$ cat config.mk
export PLATFORM = sky130hd
export DESIGN_NAME = lms_line_monitor
export DESIGN_NICKNAME = d
export VERILOG_FILES = /design/src/hdl/lms_pkg.sv /design/src/hdl/lms_sync.sv /design/src/hdl/lms_route_lut.sv /design/src/hdl/lms_line_monitor.sv
export VERILOG_INCLUDE_DIRS = /design/src /design/src/hdl
export SDC_FILE = /design/constraint.sdc
export NUM_CORES = 1
export LEC_CHECK = 0
export BUFFER_PORTS_ARGS = -buffer_cell sky130_fd_sc_hd__buf_4
export CAP_MARGIN = 10
export CORE_ASPECT_RATIO = 0.9
export CORE_MARGIN = 2
export CORE_UTILIZATION = 60
export CTS_CLUSTER_SIZE = 25
export DETAILED_ROUTE_END_ITERATION = 6
export HOLD_SLACK_MARGIN = 0.1
export PLACE_DENSITY = 0.83
export SLEW_MARGIN = 10
export SYNTH_ARGS = -nofsm -noshare
export SYNTH_HDL_FRONTEND = slang
export SYNTH_SLANG_ARGS = --single-unit
$ cat constraint.sdc
create_clock -name mclk -period 8.4 [get_ports mclk]
set_input_delay 1.68 -clock mclk [delete_from_list [all_inputs] [get_ports mclk]]
set_output_delay 1.68 -clock mclk [all_outputs]
set_load 0.01 [all_outputs]
$ cat src/hdl/lms_defines.svh
// Constants for the line monitor select control block.
// Function
// - Monitor select picks one channel 1-7 source
// - Channel 0 carries the monitored signal
// - Selected transmitter pair feeds channel 0 input
// - Selected receiver pair feeds channel 0 input
// - Monitored signal appears on channel 0 data outputs
// - Lower select bits zero disables monitoring
// - Host remote loopback forwards monitor to channel 0
// - Driver enable low puts drivers high impedance
// - Other logic keeps running while drivers off
// - Edge select sets serial clock edge, and recovered clock edge when data recovery is off
// - In data recovery, edge select sets receive data active level
// - Serial output launches falling if high, rising if low
`ifndef LMS_DEFINES_SVH
`define LMS_DEFINES_SVH
`define LMS_CHANNELS 8
`define LMS_CODES 16
`define LMS_SER_BITS 8
`define LMS_CTRL_OFS 8'h00
`define LMS_MONSEL_OFS 8'h04
`define LMS_SDATA_OFS 8'h08
`define LMS_STATUS_OFS 8'h0C
`define LMS_LUT_BASE 8'h40
`define LMS_LUT_LAST 8'h7C
`define LMS_CTRL_HOST_BIT 0
`define LMS_CTRL_DATAREC_BIT 1
`define LMS_CTRL_RLOOP0_BIT 2
`define LMS_SDATA_BUSY_BIT 8
`define LMS_ST_ACTIVE_BIT 4
`define LMS_ST_ISTX_BIT 5
`define LMS_ST_CHAN_LSB 6
`define LMS_ST_HIZ_BIT 9
`define LMS_ST_EDGE_BIT 10
`define LMS_ST_TOPADR_BIT 11
`define LMS_CTRL_RESET 3'h0
`define LMS_MONSEL_RESET 4'h0
`define LMS_SDATA_RESET 8'h00
`endif

$ cat src/hdl/lms_pkg.sv
// Types shared by the line monitor select control block.
package lms_pkg;
  typedef struct packed {
    logic valid;
    logic isTx;
    logic [2:0] chan;
  } lms_route_s;
  typedef struct packed {
    logic tip;
    logic ring;
  } lms_pair_s;
  typedef enum logic {LMS_SER_IDLE, LMS_SER_SHIFT} lms_ser_e;
endpackage : lms_pkg

$ cat src/hdl/lms_sync.sv
// Two-flop synchroniser bank for pin inputs.
`timescale 1ns/1ps
`default_nettype none
module lms_sync #(
  parameter int WIDTH = 1
) (
  input wire logic mclk,
  input wire logic rstn,
  input wire logic ce,
  input wire logic [WIDTH-1:0] asyncIn,
  output logic [WIDTH-1:0] syncOut
);
  logic [WIDTH-1:0] stage1_reg;
  logic [WIDTH-1:0] stage2_reg;
  always_ff @(posedge mclk)
  begin
    if (!rstn)
    begin
      stage1_reg <= '0;
      stage2_reg <= '0;
    end
    else if (ce)
    begin
      stage1_reg <= asyncIn;
      stage2_reg <= stage1_reg;
    end
  end
  assign syncOut = stage2_reg;
endmodule : lms_sync
`default_nettype wire

$ cat src/hdl/lms_route_lut.sv
// Lookup from monitor select code to monitored channel and direction.
`timescale 1ns/1ps
`default_nettype none
`include "lms_defines.svh"
module lms_route_lut (
  input wire logic mclk,
  input wire logic rstn,
  input wire logic ce,
  input wire logic wrEn,
  input wire logic [3:0] wrIdx,
  input wire lms_pkg::lms_route_s wrData,
  input wire logic [3:0] busIdx,
  output lms_pkg::lms_route_s busData,
  input wire logic [3:0] selIdx,
  output lms_pkg::lms_route_s selData
);
  import lms_pkg::*;
  lms_route_s table_reg [`LMS_CODES];
  always_ff @(posedge mclk)
  begin
    if (!rstn)
    begin
      for (int i = 0; i < `LMS_CODES; i++)
      begin
        // Default map: low bits give the channel, top bit picks transmitter.
        table_reg[i].valid <= (i[2:0] != 3'h0);
        table_reg[i].isTx <= i[3];
        table_reg[i].chan <= i[2:0];
      end
    end
    else if (ce && wrEn)
    begin
      table_reg[wrIdx] <= wrData;
    end
  end
  assign busData = table_reg[busIdx];
  assign selData = table_reg[selIdx];
endmodule : lms_route_lut
`default_nettype wire

$ cat src/hdl/lms_line_monitor.sv
// Top level of the line monitor select control block.
`timescale 1ns/1ps
`default_nettype none
`include "lms_defines.svh"
module lms_line_monitor (
  input wire logic mclk,
  input wire logic rstn,
  input wire logic ce,
  input wire logic wbCyc,
  input wire logic wbStb,
  input wire logic wbWe,
  input wire logic [7:0] wbAdr,
  input wire logic [3:0] wbSel,
  input wire logic [31:0] wbDatW,
  output logic [31:0] wbDatR,
  output logic wbAck,
  input wire logic [3:0] monitorSelect,
  input wire logic topAddressInput,
  input wire logic driverEnable,
  input wire logic edgePolaritySelect,
  input wire logic serialClock,
  input wire logic [7:0] receiveLineTip,
  input wire logic [7:0] receiveLineRing,
  input wire logic [7:0] txDataPositive,
  input wire logic [7:0] txDataNegative,
  output logic [7:0] transmitLineTip,
  output logic [7:0] transmitLineTipOe,
  output logic [7:0] transmitLineRing,
  output logic [7:0] transmitLineRingOe,
  output logic [7:0] receiveDataPositive,
  output logic [7:0] receiveDataNegative,
  output logic [7:0] recoveredClock,
  output logic serialHostOutput,
  output logic serialHostOutputOe
);
  import lms_pkg::*;

  // Address compare, used by every register decode except the lookup table range.
  function automatic logic lmsHit(input logic [7:0] adr, input logic [7:0] ofs);
    lmsHit = (adr[7:2] == ofs[7:2]);
  endfunction : lmsHit

  // Byte lane merge of a write into an existing register value.
  function automatic logic [31:0] lmsMerge(input logic [31:0] oldVal, input logic [31:0] newVal,
                                            input logic [3:0] sel);
    logic [31:0] res;
    res = oldVal;
    for (int b = 0; b < 4; b++)
    begin
      if (sel[b])
      begin
        res[8*b +: 8] = newVal[8*b +: 8];
      end
    end
    lmsMerge = res;
  endfunction : lmsMerge

  // Pin inputs pass a two-flop synchroniser.
  logic [23:0] pinRaw;
  logic [23:0] pinSync;
  assign pinRaw = {topAddressInput, serialClock, edgePolaritySelect, driverEnable, monitorSelect,
                   receiveLineRing, receiveLineTip};
  lms_sync #(.WIDTH(24)) uSync (
    .mclk(mclk),
    .rstn(rstn),
    .ce(ce),
    .asyncIn(pinRaw),
    .syncOut(pinSync)
  );
  logic [7:0] rxTipSync;
  logic [7:0] rxRingSync;
  logic [3:0] pinMonSel;
  logic drvEnSync;
  logic edgeSync;
  logic sclkSync;
  logic topAdrSync;
  assign rxTipSync = pinSync[7:0];
  assign rxRingSync = pinSync[15:8];
  assign pinMonSel = pinSync[19:16];
  assign drvEnSync = pinSync[20];
  assign edgeSync = pinSync[21];
  assign sclkSync = pinSync[22];
  assign topAdrSync = pinSync[23];

  // Software registers.
  logic [2:0] ctrl_reg;
  logic [2:0] ctrl_next;
  logic [3:0] monSel_reg;
  logic [3:0] monSel_next;
  logic [7:0] serData_reg;
  logic [7:0] serData_next;
  logic ack_reg;
  logic [31:0] rdData_reg;
  logic [31:0] rdData_next;

  logic hostMode;
  logic dataRecovery;
  logic remoteLoop0;
  assign hostMode = ctrl_reg[`LMS_CTRL_HOST_BIT];
  assign dataRecovery = ctrl_reg[`LMS_CTRL_DATAREC_BIT];
  assign remoteLoop0 = ctrl_reg[`LMS_CTRL_RLOOP0_BIT];

  // Bus decode.
  logic busReq;
  logic busWr;
  logic hitCtrl;
  logic hitMonSel;
  logic hitSerData;
  logic hitStatus;
  logic hitLut;
  assign busReq = wbCyc && wbStb && !ack_reg;
  assign busWr = busReq && wbWe;
  assign hitCtrl = lmsHit(wbAdr, `LMS_CTRL_OFS);
  assign hitMonSel = lmsHit(wbAdr, `LMS_MONSEL_OFS);
  assign hitSerData = lmsHit(wbAdr, `LMS_SDATA_OFS);
  assign hitStatus = lmsHit(wbAdr, `LMS_STATUS_OFS);
  assign hitLut = (wbAdr >= `LMS_LUT_BASE) && (wbAdr <= `LMS_LUT_LAST);

  logic [31:0] wrMerged;
  assign wrMerged = lmsMerge(rdData_next, wbDatW, wbSel);

  // Monitor code selection and route lookup.
  logic [3:0] activeCode;
  lms_route_s route;
  lms_route_s lutBusData;
  lms_route_s lutWrData;
  logic lutWrEn;
  logic monitorActive;
  assign activeCode = hostMode ? monSel_reg : pinMonSel;
  assign lutWrEn = busWr && hitLut && wbSel[0];
  assign lutWrData = lms_route_s'(wbDatW[4:0]);
  lms_route_lut uLut (
    .mclk(mclk),
    .rstn(rstn),
    .ce(ce),
    .wrEn(lutWrEn),
    .wrIdx(wbAdr[5:2]),
    .wrData(lutWrData),
    .busIdx(wbAdr[5:2]),
    .busData(lutBusData),
    .selIdx(activeCode),
    .selData(route)
  );
  // A valid entry naming channel 0 would loop channel 0 onto itself, so it is refused.
  assign monitorActive = (activeCode[2:0] != 3'h0) && route.valid && (route.chan != 3'h0);

  // Transmit drivers and the signal that each channel places on its line.
  logic [7:0] txTip_reg;
  logic [7:0] txRing_reg;
  logic [7:0] txTip_next;
  logic [7:0] txRing_next;
  lms_pair_s txOnLine [`LMS_CHANNELS];
  lms_pair_s rxPin [`LMS_CHANNELS];
  lms_pair_s rxIn [`LMS_CHANNELS];
  lms_pair_s monSource;
  logic drvOe;
  assign drvOe = drvEnSync;

  // Monitored source for channel 0.
  assign monSource = route.isTx ? txOnLine[route.chan] : rxPin[route.chan];

  // Receive data polarity and recovered clock edge control.
  logic dataInvert;
  logic clockInvert;
  assign dataInvert = dataRecovery && !edgeSync;
  assign clockInvert = !dataRecovery && !edgeSync;

  logic [7:0] rdp_reg;
  logic [7:0] rdn_reg;
  logic [7:0] rclk_reg;
  logic [7:0] rdp_next;
  logic [7:0] rdn_next;
  logic [7:0] rclk_next;

  genvar ch;
  generate
    for (ch = 0; ch < `LMS_CHANNELS; ch++)
    begin : gChan
      assign rxPin[ch].tip = rxTipSync[ch];
      assign rxPin[ch].ring = rxRingSync[ch];
      // Line value seen by the monitor is what the driver really puts out.
      assign txOnLine[ch].tip = txTip_reg[ch] && drvOe;
      assign txOnLine[ch].ring = txRing_reg[ch] && drvOe;
      if (ch == 0)
      begin : gMon
        assign rxIn[ch] = monitorActive ? monSource : rxPin[ch];
        assign txTip_next[ch] = (hostMode && remoteLoop0) ? rxIn[ch].tip : txDataPositive[ch];
        assign txRing_next[ch] = (hostMode && remoteLoop0) ? rxIn[ch].ring : txDataNegative[ch];
      end
      else
      begin : gNorm
        assign rxIn[ch] = rxPin[ch];
        assign txTip_next[ch] = txDataPositive[ch];
        assign txRing_next[ch] = txDataNegative[ch];
      end
      assign rdp_next[ch] = rxIn[ch].tip ^ dataInvert;
      assign rdn_next[ch] = rxIn[ch].ring ^ dataInvert;
      assign rclk_next[ch] = (rxIn[ch].tip || rxIn[ch].ring) ^ clockInvert;
    end
  endgenerate

  // Data path keeps running regardless of the driver enable.
  always_ff @(posedge mclk)
  begin
    if (!rstn)
    begin
      txTip_reg <= 8'h00;
      txRing_reg <= 8'h00;
      rdp_reg <= 8'h00;
      rdn_reg <= 8'h00;
      rclk_reg <= 8'h00;
    end
    else if (ce)
    begin
      txTip_reg <= txTip_next;
      txRing_reg <= txRing_next;
      rdp_reg <= rdp_next;
      rdn_reg <= rdn_next;
      rclk_reg <= rclk_next;
    end
  end

  assign transmitLineTip = txTip_reg;
  assign transmitLineRing = txRing_reg;
  assign transmitLineTipOe = {`LMS_CHANNELS{drvOe}};
  assign transmitLineRingOe = {`LMS_CHANNELS{drvOe}};
  assign receiveDataPositive = rdp_reg;
  assign receiveDataNegative = rdn_reg;
  assign recoveredClock = rclk_reg;

  // Serial host output shifter.
  lms_ser_e serState_reg;
  lms_ser_e serState_next;
  logic [7:0] shift_reg;
  logic [7:0] shift_next;
  logic [3:0] bitCnt_reg;
  logic [3:0] bitCnt_next;
  logic sclkPrev_reg;
  logic sdo_reg;
  logic sdo_next;
  logic sdoOe_reg;
  logic sdoOe_next;
  logic launchEdge;
  logic serStart;
  logic serBusy;
  assign launchEdge = edgeSync ? (sclkPrev_reg && !sclkSync) : (!sclkPrev_reg && sclkSync);
  assign serStart = busWr && hitSerData && wbSel[0];
  assign serBusy = (serState_reg == LMS_SER_SHIFT);

  always_comb
  begin
    serState_next = serState_reg;
    shift_next = shift_reg;
    bitCnt_next = bitCnt_reg;
    sdo_next = sdo_reg;
    sdoOe_next = sdoOe_reg;
    unique case (serState_reg)
      LMS_SER_IDLE:
      begin
        sdoOe_next = 1'b0;
        if (serStart)
        begin
          shift_next = wbDatW[7:0];
          bitCnt_next = 4'h0;
          serState_next = LMS_SER_SHIFT;
        end
      end
      LMS_SER_SHIFT:
      begin
        if (launchEdge)
        begin
          if (bitCnt_reg == 4'(`LMS_SER_BITS))
          begin
            sdoOe_next = 1'b0;
            serState_next = LMS_SER_IDLE;
          end
          else
          begin
            sdo_next = shift_reg[7];
            sdoOe_next = 1'b1;
            shift_next = {shift_reg[6:0], 1'b0};
            bitCnt_next = bitCnt_reg + 4'h1;
          end
        end
      end
    endcase
  end

  always_ff @(posedge mclk)
  begin
    if (!rstn)
    begin
      serState_reg <= LMS_SER_IDLE;
      shift_reg <= 8'h00;
      bitCnt_reg <= 4'h0;
      sclkPrev_reg <= 1'b0;
      sdo_reg <= 1'b0;
      sdoOe_reg <= 1'b0;
    end
    else if (ce)
    begin
      serState_reg <= serState_next;
      shift_reg <= shift_next;
      bitCnt_reg <= bitCnt_next;
      sclkPrev_reg <= sclkSync;
      sdo_reg <= sdo_next;
      sdoOe_reg <= sdoOe_next;
    end
  end
  assign serialHostOutput = sdo_reg;
  assign serialHostOutputOe = sdoOe_reg;

  // Status word shows the block's own routing and pin state.
  logic [31:0] statusWord;
  assign statusWord = {20'h00000, topAdrSync, edgeSync, !drvOe, route.chan, route.isTx, monitorActive,
                       activeCode};

  // Read mux.
  always_comb
  begin
    rdData_next = 32'h00000000;
    if (hitCtrl)
    begin
      rdData_next = {29'h00000000, ctrl_reg};
    end
    else if (hitMonSel)
    begin
      rdData_next = {28'h0000000, monSel_reg};
    end
    else if (hitSerData)
    begin
      rdData_next = {23'h000000, serBusy, serData_reg};
    end
    else if (hitStatus)
    begin
      rdData_next = statusWord;
    end
    else if (hitLut)
    begin
      rdData_next = {27'h0000000, lutBusData};
    end
  end

  // Register writes honour byte lanes; the serial data word is refused while shifting.
  assign ctrl_next = (busWr && hitCtrl) ? wrMerged[2:0] : ctrl_reg;
  assign monSel_next = (busWr && hitMonSel) ? wrMerged[3:0] : monSel_reg;
  assign serData_next = (serStart && !serBusy) ? wbDatW[7:0] : serData_reg;

  always_ff @(posedge mclk)
  begin
    if (!rstn)
    begin
      ctrl_reg <= `LMS_CTRL_RESET;
      monSel_reg <= `LMS_MONSEL_RESET;
      serData_reg <= `LMS_SDATA_RESET;
      ack_reg <= 1'b0;
      rdData_reg <= 32'h00000000;
    end
    else if (ce)
    begin
      ctrl_reg <= ctrl_next;
      monSel_reg <= monSel_next;
      serData_reg <= serData_next;
      ack_reg <= busReq;
      rdData_reg <= busReq ? rdData_next : rdData_reg;
    end
  end
  assign wbAck = ack_reg;
  assign wbDatR = rdData_reg;
endmodule : lms_line_monitor
`default_nettype wire

==> results of run 1 <==
worst register-to-register path, stage by stage (launching register included):
cell	delay (ns)
dfxtp_1	0.80
mux2_1	0.90
nand2_1	0.16
a32oi_1	0.36
nand3_1	0.26
and2_1	0.42
a2111oi_0	0.53
a2111o_1	0.20
o211ai_2	0.14
o211ai_1	0.21
a21oi_1	0.09
cell families after synthesis:
logic type	count (synthesis)	synth area share
buf+inv	126	0.0614
other cells	1	0.000353
mux	154	0.189
compound gates	139	0.0916
xor+xnor	25	0.0206
flops	212	0.474
fa+ha+maj	2	0.00236
simple gates	367	0.160
power groups by stage:
stage	Clock, uW	Sequential [uW]	Combinational [uW]
final	1010	1120	260
after floorplan	0	1140	172
after CTS	1020	1120	258
after detailed placement	0	1150	255
after global placement	0	1140	250
after global routing	1060	1130	280
placed cells by master, fill, tap and decap left out, types with 3 or more instances in the layout:
cell type / n
a211oi_1: 30
a21o_1: 4
a21oi_1: 32
a22oi_1: 5
a32oi_1: 10
and2_1: 22
buf_4: 141
clkbuf_1: 3
clkbuf_16: 26
clkbuf_8: 6
clkinv_2: 3
conb_1: 20
dfxtp_1: 133
edfxtp_1: 79
inv_1: 12
mux2_2: 3
mux2i_1: 114
mux4_1: 5
mux4_2: 29
nand2_1: 86
nand2b_1: 18
nand3_1: 15
nand3b_1: 4
nor2_1: 143
nor2b_1: 4
nor3_1: 20
nor4_1: 8
o211ai_2: 3
o21ai_0: 27
o2bb2ai_1: 3
or3_1: 34
xnor2_1: 23
worst paths after layout:
path,endpoint
max,uLut.table_reg[2][3]
min,serData_reg[4]
max reg2reg,transmitLineRing[0]
min reg2reg,serData_reg[4]
through the flow:
stage / utilization / std cells / cell area [um2] / total power [uW]
3_3_place_gp: 0.654 / 1314 / 11400 / 1390
2_1_floorplan: - / 1045 / 10700 / 1310
3_5_place_dp: 0.654 / 1314 / 11400 / 1400
4_1_cts: 0.698 / 1353 / 12200 / 2400
6_report: 0.698 / 1353 / 12200 / 2390
5_1_grt: 0.698 / 1353 / 12200 / 2470
layout make-up:
| cell class | count | share of cell area |
|---|---|---|
| clock buffers | 35 | 0.0609 |
| repair buffers | 141 | 0.0866 |
| inverters | 14 | 0.00440 |
| clock inverters | 4 | 0.00205 |
| flip-flops and latches | 212 | 0.412 |
| multi-input cells | 707 | 0.409 |
| well taps | 240 | 0.0246 |
routing by layer:
layer  wire length, um  part of all wire  up-vias
met1             10900              0.40     3796
met5                 0                 0        -
li1                  -                 -     3781
met3              2510             0.093       75
met4               912             0.034        0
met2             12600              0.47      419
==> results_dict.tcl, run 1 <==
set metrics [dict create \
    gr-total-overflow 0 \
    p_leak_uw 0.00465 \
    crit_cells 6 \
    p_int_uw 1820 \
    grtUsageMet3 0.0495 \
    place_ws_ns 3.14 \
    die_w_um 144 \
    postCtsSetupBuffers 0 \
    routabilityCongestion 0.913 \
    crit_type "primary input to flop" \
    reg2reg_from "ctrl_reg[0]" \
    avgSynthCellArea_um2 10.3 \
    final-hold-violation-count 0 \
    placement.io_buffers 133 \
    cts_hold_buf 0 \
    crit_path_cell_trace "buf_4, nand2_1, o21ai_0, or3_1, or3_1, o21ai_0" \
    drt-total-wl_um 26900 \
    syn_area_mm2 0.0106 \
    yosys_warnings 0 \
    pwr-share-comb 0.109 \
    yosysSeqAreaShare 0.474 \
    whs_ns 0.458 \
    drc 0 \
    first_global_vias 7380 \
    grtUsageTotal 0.282 \
    power_density_mw_per_mm2 196 \
    outcome "complete, no violations" \
    clkLatencyLatePin_ns 0.51 \
    crit_buf_inv 1 \
    drt_iter0_drc 953 \
    fmax_mhz 207 \
    yosys_register_bits 212 \
    synth.distinct_cells 71 \
    p_seq_frac 0.470 \
    yosys.area.top_type "dfxtp_1" \
    htree_levels 1 \
    clk_pin_slew_ns 0.06 \
    hp-start "serData_reg[4]" \
    cts_buffers 22 \
    cpMaxStageDelayCell "o21ai_0" \
    use_met1 0.383 \
    yosysMostFrequentCell "nor2_1" \
    start_util 0.607 \
    vdd_ir_drop_max_mv 0.186 \
    r2r_slack_ns 4.20 \
    nets 1190 \
    root_buffer "clkbuf_16" \
    via_per_inst 5.97 \
    dieArea_mm2 0.0188 \
    cts_tree "done" \
    wl_per_cell_um 19.9 \
    met2_usage 0.456 \
    busiest_layer "met2" \
    synth_flop_cell "dfxtp_1" \
    cts_buffer_depth 3 \
    maxSlewHeadroom 0.278 \
    num-fill-cells 1319 \
    drive_gt1_frac 0.202 \
    multi_input_area_mm2 0.00500 \
    vias 8071 \
    hpwl_um 18100 \
    grt_max_degree 78 \
    io_pins 181 \
    swShare 0.240 \
    antenna_left 0 \
    coreArea_mm2 0.0175 \
    path_max_fanout 51 \
    setup_slack_ns 3.56 \
    area_growth_pct 15.1 \
    yosysTopAreaCellShare 0.251 \
    r2r_cells 10 \
    cp_top_family "simple AND/OR/NAND/NOR gates" \
    synth_common_cells "nor2_1, dfxtp_1, mux2i_1" \
    finalSetupViolCount 0 \
    max_cap_violations 0 \
    grt_pass1_wl_um 40700 \
    rsz0062_at_grt "false" \
    holdPathStages 2 \
    p_sw_uw 575 \
    worstHoldPathType "flop to flop" \
    tns_ns 0 \
    critPathLaunchType "primary input" \
    worst_ep_required_time_ns 8.54 \
    rows 46 \
    largest_reg_flops 80 \
    slew_viol_final 0 \
    cts_sinks 212 \
    ctsResizeCount 0 \
    yosys-top-cells-area "dfxtp_1, edfxtp_1, mux2i_1, mux4_2, nor2_1" \
    min_period_ns 4.84 \
    grt_antenna_before_repair 0 \
    cp_slowest_stage_delay_ns 0.73 \
    die_h_um 130 \
    fin_crit_sh 0.576 \
    fin_skew_ns 0.0134 \
    async_reset_ff_frac 0 \
    end_kind "flop" \
    synth_edf_count 79 \
    first_pass_iters 6 \
    p_clk_frac 0.421 \
    antenna_cells 0 \
    startpoint "wbAdr[2]" \
    worstPathArrival_ns 4.97 \
    seq_area_mm2 0.00503 \
    worst_pin_slew_ns 1.07 \
    synth_cells 1026 \
]
No activity file was read; power rests on OpenSTA's default activity.
==> run 2, diff against run 1 <==
--- a/config.mk
+++ b/config.mk
@@ -10,11 +10,11 @@
 export CAP_MARGIN = 10
 export CORE_ASPECT_RATIO = 0.9
 export CORE_MARGIN = 2
-export CORE_UTILIZATION = 60
+export CORE_UTILIZATION = 51
 export CTS_CLUSTER_SIZE = 25
 export DETAILED_ROUTE_END_ITERATION = 6
 export HOLD_SLACK_MARGIN = 0.1
-export PLACE_DENSITY = 0.83
+export PLACE_DENSITY = 0.75
 export SLEW_MARGIN = 10
 export SYNTH_ARGS = -nofsm -noshare
 export SYNTH_HDL_FRONTEND = slang
==> constraint.sdc (replaced) <==
create_clock -name mclk -period 3.94 [get_ports mclk]
set_input_delay 0.788 -clock mclk [delete_from_list [all_inputs] [get_ports mclk]]
set_output_delay 0.788 -clock mclk [all_outputs]
set_load 0.01 [all_outputs]
==> results_dict.tcl, run 2 (synthesized netlist as in run 1, its figures left out) <==
set metrics [dict create \
    vias 8135 \
    start_util 0.516 \
    fin_skew_ns 0.00951 \
    max_cap_violations 0 \
    seq_area_mm2 0.00503 \
    outcome "complete, no violations" \
    path_max_fanout 16 \
    swShare 0.245 \
    gr-total-overflow 0 \
    cp_slowest_stage_delay_ns 0.50 \
    final_common_cell "buf_4" \
    first_global_vias 7599 \
    cts_tree "done" \
    grtUsageTotal 0.242 \
    routabilityCongestion 0.894 \
    drive_gt1_frac 0.215 \
    cp_top_family "multiplexers" \
    critPathLaunchType "flop" \
    largest_reg_flops 80 \
    rsz0062_at_grt "false" \
    p_clk_frac 0.419 \
    die_h_um 141 \
    multi_input_area_mm2 0.00500 \
    r2r-end "recoveredClock[0]" \
    finalSetupViolCount 0 \
    slew_viol_final 0 \
    p_sw_uw 1250 \
    r2r_slack_ns 0.33 \
    clkLatencyLatePin_ns 0.51 \
    drt-total-wl_um 26900 \
    grt_max_degree 108 \
    p_int_uw 3850 \
    crit_path_cell_trace "buf_4, mux2i_1, buf_4, mux4_1, mux2i_1, mux2i_2, and2_1, o41ai_1, a2111o_1, o21a_1, o211a_1, o211ai_2" \
    cpMaxStageDelayCell "mux2i_2" \
    r2r_cells 12 \
    worstPathArrival_ns 4.04 \
    first_pass_iters 6 \
    grt_antenna_before_repair 0 \
    cts_buffer_depth 3 \
    maxSlewHeadroom 0.269 \
    io_pins 181 \
    cts_hold_buf 0 \
    holdPathStages 2 \
    worstHoldPathType "flop to flop" \
    antenna_cells 0 \
    reg2reg_from "ctrl_reg[0]" \
    crit_type "flop to flop" \
    wl_per_cell_um 19.3 \
    tns_ns 0 \
    whs_endpoint "wbDatR[10]" \
    fin_crit_sh 0.915 \
    crit_buf_inv 2 \
    vdd_ir_drop_max_mv 0.343 \
    area_growth_pct 16.5 \
    p_leak_uw 0.00473 \
    root_buffer "clkbuf_16" \
    min_period_ns 3.61 \
    placed_area_mm2 0.0116 \
    end_kind "flop" \
    stdcell_area_mm2 0.0124 \
    placement.io_buffers 133 \
    dieArea_mm2 0.0220 \
    worst_pin_slew_ns 1.10 \
    fmax_mhz 277 \
    hp-start "wbDatR[10]" \
    final-hold-violation-count 0 \
    worst_ep_required_time_ns 4.38 \
    nets 1211 \
    final_cell_mix "buf_4, nor2_1, dfxtp_1" \
    die_w_um 156 \
    cts_sinks 212 \
    pwr-share-comb 0.110 \
    grt_pass1_wl_um 41600 \
    num-fill-cells 1734 \
    coreArea_mm2 0.0206 \
    drc 0 \
    p_seq_frac 0.471 \
    clk_pin_slew_ns 0.06 \
    ctsResizeCount 0 \
    rows 50 \
    power_density_mw_per_mm2 412 \
    hpwl_um 18800 \
    cts_buffers 23 \
    via_per_inst 5.83 \
    postCtsSetupBuffers 0 \
    drt_iter0_drc 634 \
    antenna_left 0 \
    htree_levels 1 \
]
## run 2: routing by layer
layer / vias up / share of wire / GRT usage
met3: 62 / 0.090 / 0.0492
met1: 3882 / 0.41 / 0.326
met5: - / 0 / 0
met2: 353 / 0.47 / 0.388
li1: 3838 / - / -
met4: 0 / 0.034 / 0.0932
## run 2: per-stage QoR
| step | worst slack [ns] | util | hold slack, ns | std cells | power [uW] |
|---|---|---|---|---|---|
| floorplan | 0.776 | - | 0.433 | 1045 | 2800 |
| global placement | 0.455 | 0.565 | 0.446 | 1354 | 2990 |
| detailed placement | 0.455 | 0.565 | 0.445 | 1354 | 3000 |
| CTS | 0.413 | 0.601 | 0.453 | 1395 | 5120 |
| global route | 0.208 | 0.601 | 0.468 | 1395 | 5260 |
| finish | 0.333 | 0.601 | 0.451 | 1395 | 5090 |
## run 2: power groups by stage
stage | logic (uW) | clock network (uW) | registers (uW)
after floorplan | 366 | 0 | 2440
after global placement | 549 | 0 | 2440
after detailed placement | 557 | 0 | 2440
after CTS | 559 | 2170 | 2400
after global routing | 606 | 2250 | 2400
final | 561 | 2140 | 2400
## run 2: worst min-delay path, delay by kind of cell, from the launching register on
family | cells | cell delay (ns)
compound gates | 1 | 0.05
flops | 1 | 0.31
simple gates | 1 | 0.05
## run 2: worst max-delay path by stage
| stage | startpoint | to | depth (start not counted) |
|---|---|---|---|
| 2_1_floorplan | ce | uLut.table_reg[1][0] | 8 |
| 3_3_place_gp | ce | uLut.table_reg[3][0] | 9 |
| 3_5_place_dp | ctrl_reg[0] | transmitLineRing[0] | 12 |
| 4_1_cts | ctrl_reg[0] | recoveredClock[0] | 12 |
| 5_1_grt | monSel_reg[0] | transmitLineRing[0] | 10 |
| 6_report | ctrl_reg[0] | recoveredClock[0] | 12 |
## run 2: area by class of cell
cell class | count | share of cell area
well taps | 260 | 0.0263
multi-input cells | 707 | 0.404
repair buffers | 161 | 0.0977
flip-flops and latches | 212 | 0.407
clock inverters | 11 | 0.00920
clock buffers | 30 | 0.0511
inverters | 14 | 0.00435
==> run 3, diff against run 2 <==
--- a/config.mk
+++ b/config.mk
@@ -8,13 +8,16 @@
 export LEC_CHECK = 0
 export BUFFER_PORTS_ARGS = -buffer_cell sky130_fd_sc_hd__buf_4
 export CAP_MARGIN = 10
+export CELL_PAD_IN_SITES_DETAIL_PLACEMENT = 2
+export CELL_PAD_IN_SITES_GLOBAL_PLACEMENT = 2
 export CORE_ASPECT_RATIO = 0.9
 export CORE_MARGIN = 2
-export CORE_UTILIZATION = 51
+export CORE_UTILIZATION = 32
 export CTS_CLUSTER_SIZE = 25
 export DETAILED_ROUTE_END_ITERATION = 6
 export HOLD_SLACK_MARGIN = 0.1
-export PLACE_DENSITY = 0.75
+export PLACE_DENSITY = 0.74
+export RECOVER_POWER = 100
 export SLEW_MARGIN = 10
 export SYNTH_ARGS = -nofsm -noshare
 export SYNTH_HDL_FRONTEND = slang
==> results_dict.tcl, run 3 (synthesized netlist as in run 1, its figures left out) <==
set metrics [dict create \
    outcome "finished with violations" \
    violations "max-capacitance violations, max-slew violations" \
    max_cap_violations 1 \
    crit_cells 10 \
    drc 0 \
    cts_tree "done" \
    coreArea_mm2 0.0328 \
    min_period_ns 3.50 \
    cts_sinks 212 \
    vias 8352 \
    path_max_fanout 16 \
    final_cell_mix "nor2_1, dfxtp_1, mux2i_1" \
    first_global_vias 8893 \
    finalSetupViolCount 0 \
    final-hold-violation-count 0 \
    end_kind "flop" \
    clk_pin_slew_ns 0.06 \
    first_pass_iters 5 \
    cts_buffer_depth 3 \
    cp_common_cell "a32oi_1" \
    io_pins 181 \
    fmax_mhz 285 \
    gr-total-overflow 0 \
    grtUsageTotal 0.200 \
    cp_slowest_stage_delay_ns 0.65 \
    crit_path_cell_trace "buf_4, o21ai_0, a32oi_1, nand3_1, and2_0, nor2_1, a32oi_1, a41o_1, a211oi_1, o32ai_1" \
    via_per_inst 5.33 \
    dieArea_mm2 0.0347 \
    grt_antenna_before_repair 0 \
    start_util 0.324 \
    drt-total-wl_um 34500 \
    p_leak_uw 0.00443 \
    worst_ep_required_time_ns 4.37 \
    antenna_left 0 \
    final_common_cell "nor2_1" \
    grt_pass1_wl_um 53600 \
    largest_reg_flops 80 \
    holdPathStages 2 \
    multi_input_area_mm2 0.00499 \
    whs_ns 0.458 \
    place_inst 1522 \
    clkLatencyLatePin_ns 0.53 \
    hp-start "wbDatR[11]" \
    r2r-end "transmitLineTip[0]" \
    die_h_um 177 \
    placement.io_buffers 133 \
    crit_buf_inv 1 \
    area_growth_pct 16.2 \
    worst_pin_slew_ns 1.86 \
    cts_buffers 25 \
    ctsResizeCount 0 \
    reg2reg_from "ctrl_reg[0]" \
    cpMaxStageDelayCell "and2_0" \
    whs_endpoint "wbDatR[11]" \
    fin_crit_sh 0.890 \
    htree_levels 1 \
    crit_type "flop to flop" \
    wl_per_cell_um 22.0 \
    fin_skew_ns 0.0129 \
    seq_area_mm2 0.00503 \
    nets 1219 \
    grt_max_degree 91 \
    stdcell_count 1566 \
    cp_top_family "compound AO/OA/AOI/OAI gates" \
    rows 63 \
    cts_hold_buf 0 \
    antenna_cells 0 \
    power_density_mw_per_mm2 419 \
    root_buffer "clkbuf_16" \
    slew_viol_final 91 \
    r2r_slack_ns 0.44 \
    num-fill-cells 3536 \
    vdd_ir_drop_max_mv 0.249 \
    worstHoldPathType "flop to flop" \
    drt_iter0_drc 476 \
    die_w_um 196 \
    hpwl_um 24600 \
    postCtsSetupBuffers 0 \
    maxSlewHeadroom -0.243 \
    critPathLaunchType "flop" \
    tns_ns 0 \
    drive_gt1_frac 0.147 \
    rsz0062_at_grt "false" \
    r2r_cells 10 \
    worstPathArrival_ns 3.94 \
    routabilityCongestion 0.847 \
]
-- run 3: cell count changes in the layout (fill, tap and decap cells not counted), sizes merged --
cell      before  now
clkbuf        30  122
clkinvlp       2    1
bufinv         2    0
buf          161   83
inv           14   13
clkinv         7    6
-- run 3: worst max path at each step --
| stage | from | end | slack, ns |
|---|---|---|---|
| global route | ctrl_reg[0] | transmitLineRing[0] | 0.14 |
| finish | ctrl_reg[0] | transmitLineTip[0] | 0.44 |
| global placement | ce | uLut.table_reg[9][3] | 0.46 |
| detailed placement | ce | uLut.table_reg[10][1] | 0.33 |
| floorplan | ce | uLut.table_reg[1][0] | 0.78 |
| CTS | ctrl_reg[0] | transmitLineTip[0] | 0.52 |
-- run 3: area by class of cell --
cell class	count	area share
flip-flops and latches	212	0.408
multi-input cells	707	0.404
clock buffers	38	0.0590
clock inverters	6	0.00294
repair buffers	167	0.0784
inverters	14	0.00446
well taps	422	0.0428
-- run 3: per-layer routing --
metal | track usage | vias up | wire length [um]
met1 | 0.272 | 4254 | 15800
met5 | 0 | - | 0
met2 | 0.334 | 216 | 16000
met4 | 0.0496 | 0 | 795
met3 | 0.0326 | 52 | 1920
li1 | - | 3830 | -
-- run 3: worst register-to-register path, delay by kind of cell (launching register included) --
| kind | cells | cell delay (ns) |
|---|---|---|
| compound gates | 6 | 1.85 |
| flops | 1 | 0.36 |
| simple gates | 3 | 1.00 |
| buf+inv | 1 | 0.22 |
-- run 3: power breakdown --
group          switching, uW  internal (uW)  leakage (uW)  total, uW
registers               61.5           2340       0.00183       2400
logic                    343            219       0.00222        562
clock network            928           1270      0.000378       2200
-- run 3: through the flow --
| step | util | worst slack [ns] | cell area, um2 | power (uW) |
|---|---|---|---|---|
| floorplan | - | 0.776 | 10700 | 2800 |
| CTS | 0.386 | 0.525 | 12700 | 5250 |
| finish | 0.376 | 0.435 | 12300 | 5160 |
| global placement | 0.363 | 0.463 | 11900 | 3020 |
| global route | 0.376 | 0.140 | 12300 | 5360 |
| detailed placement | 0.363 | 0.326 | 11900 | 3050 |
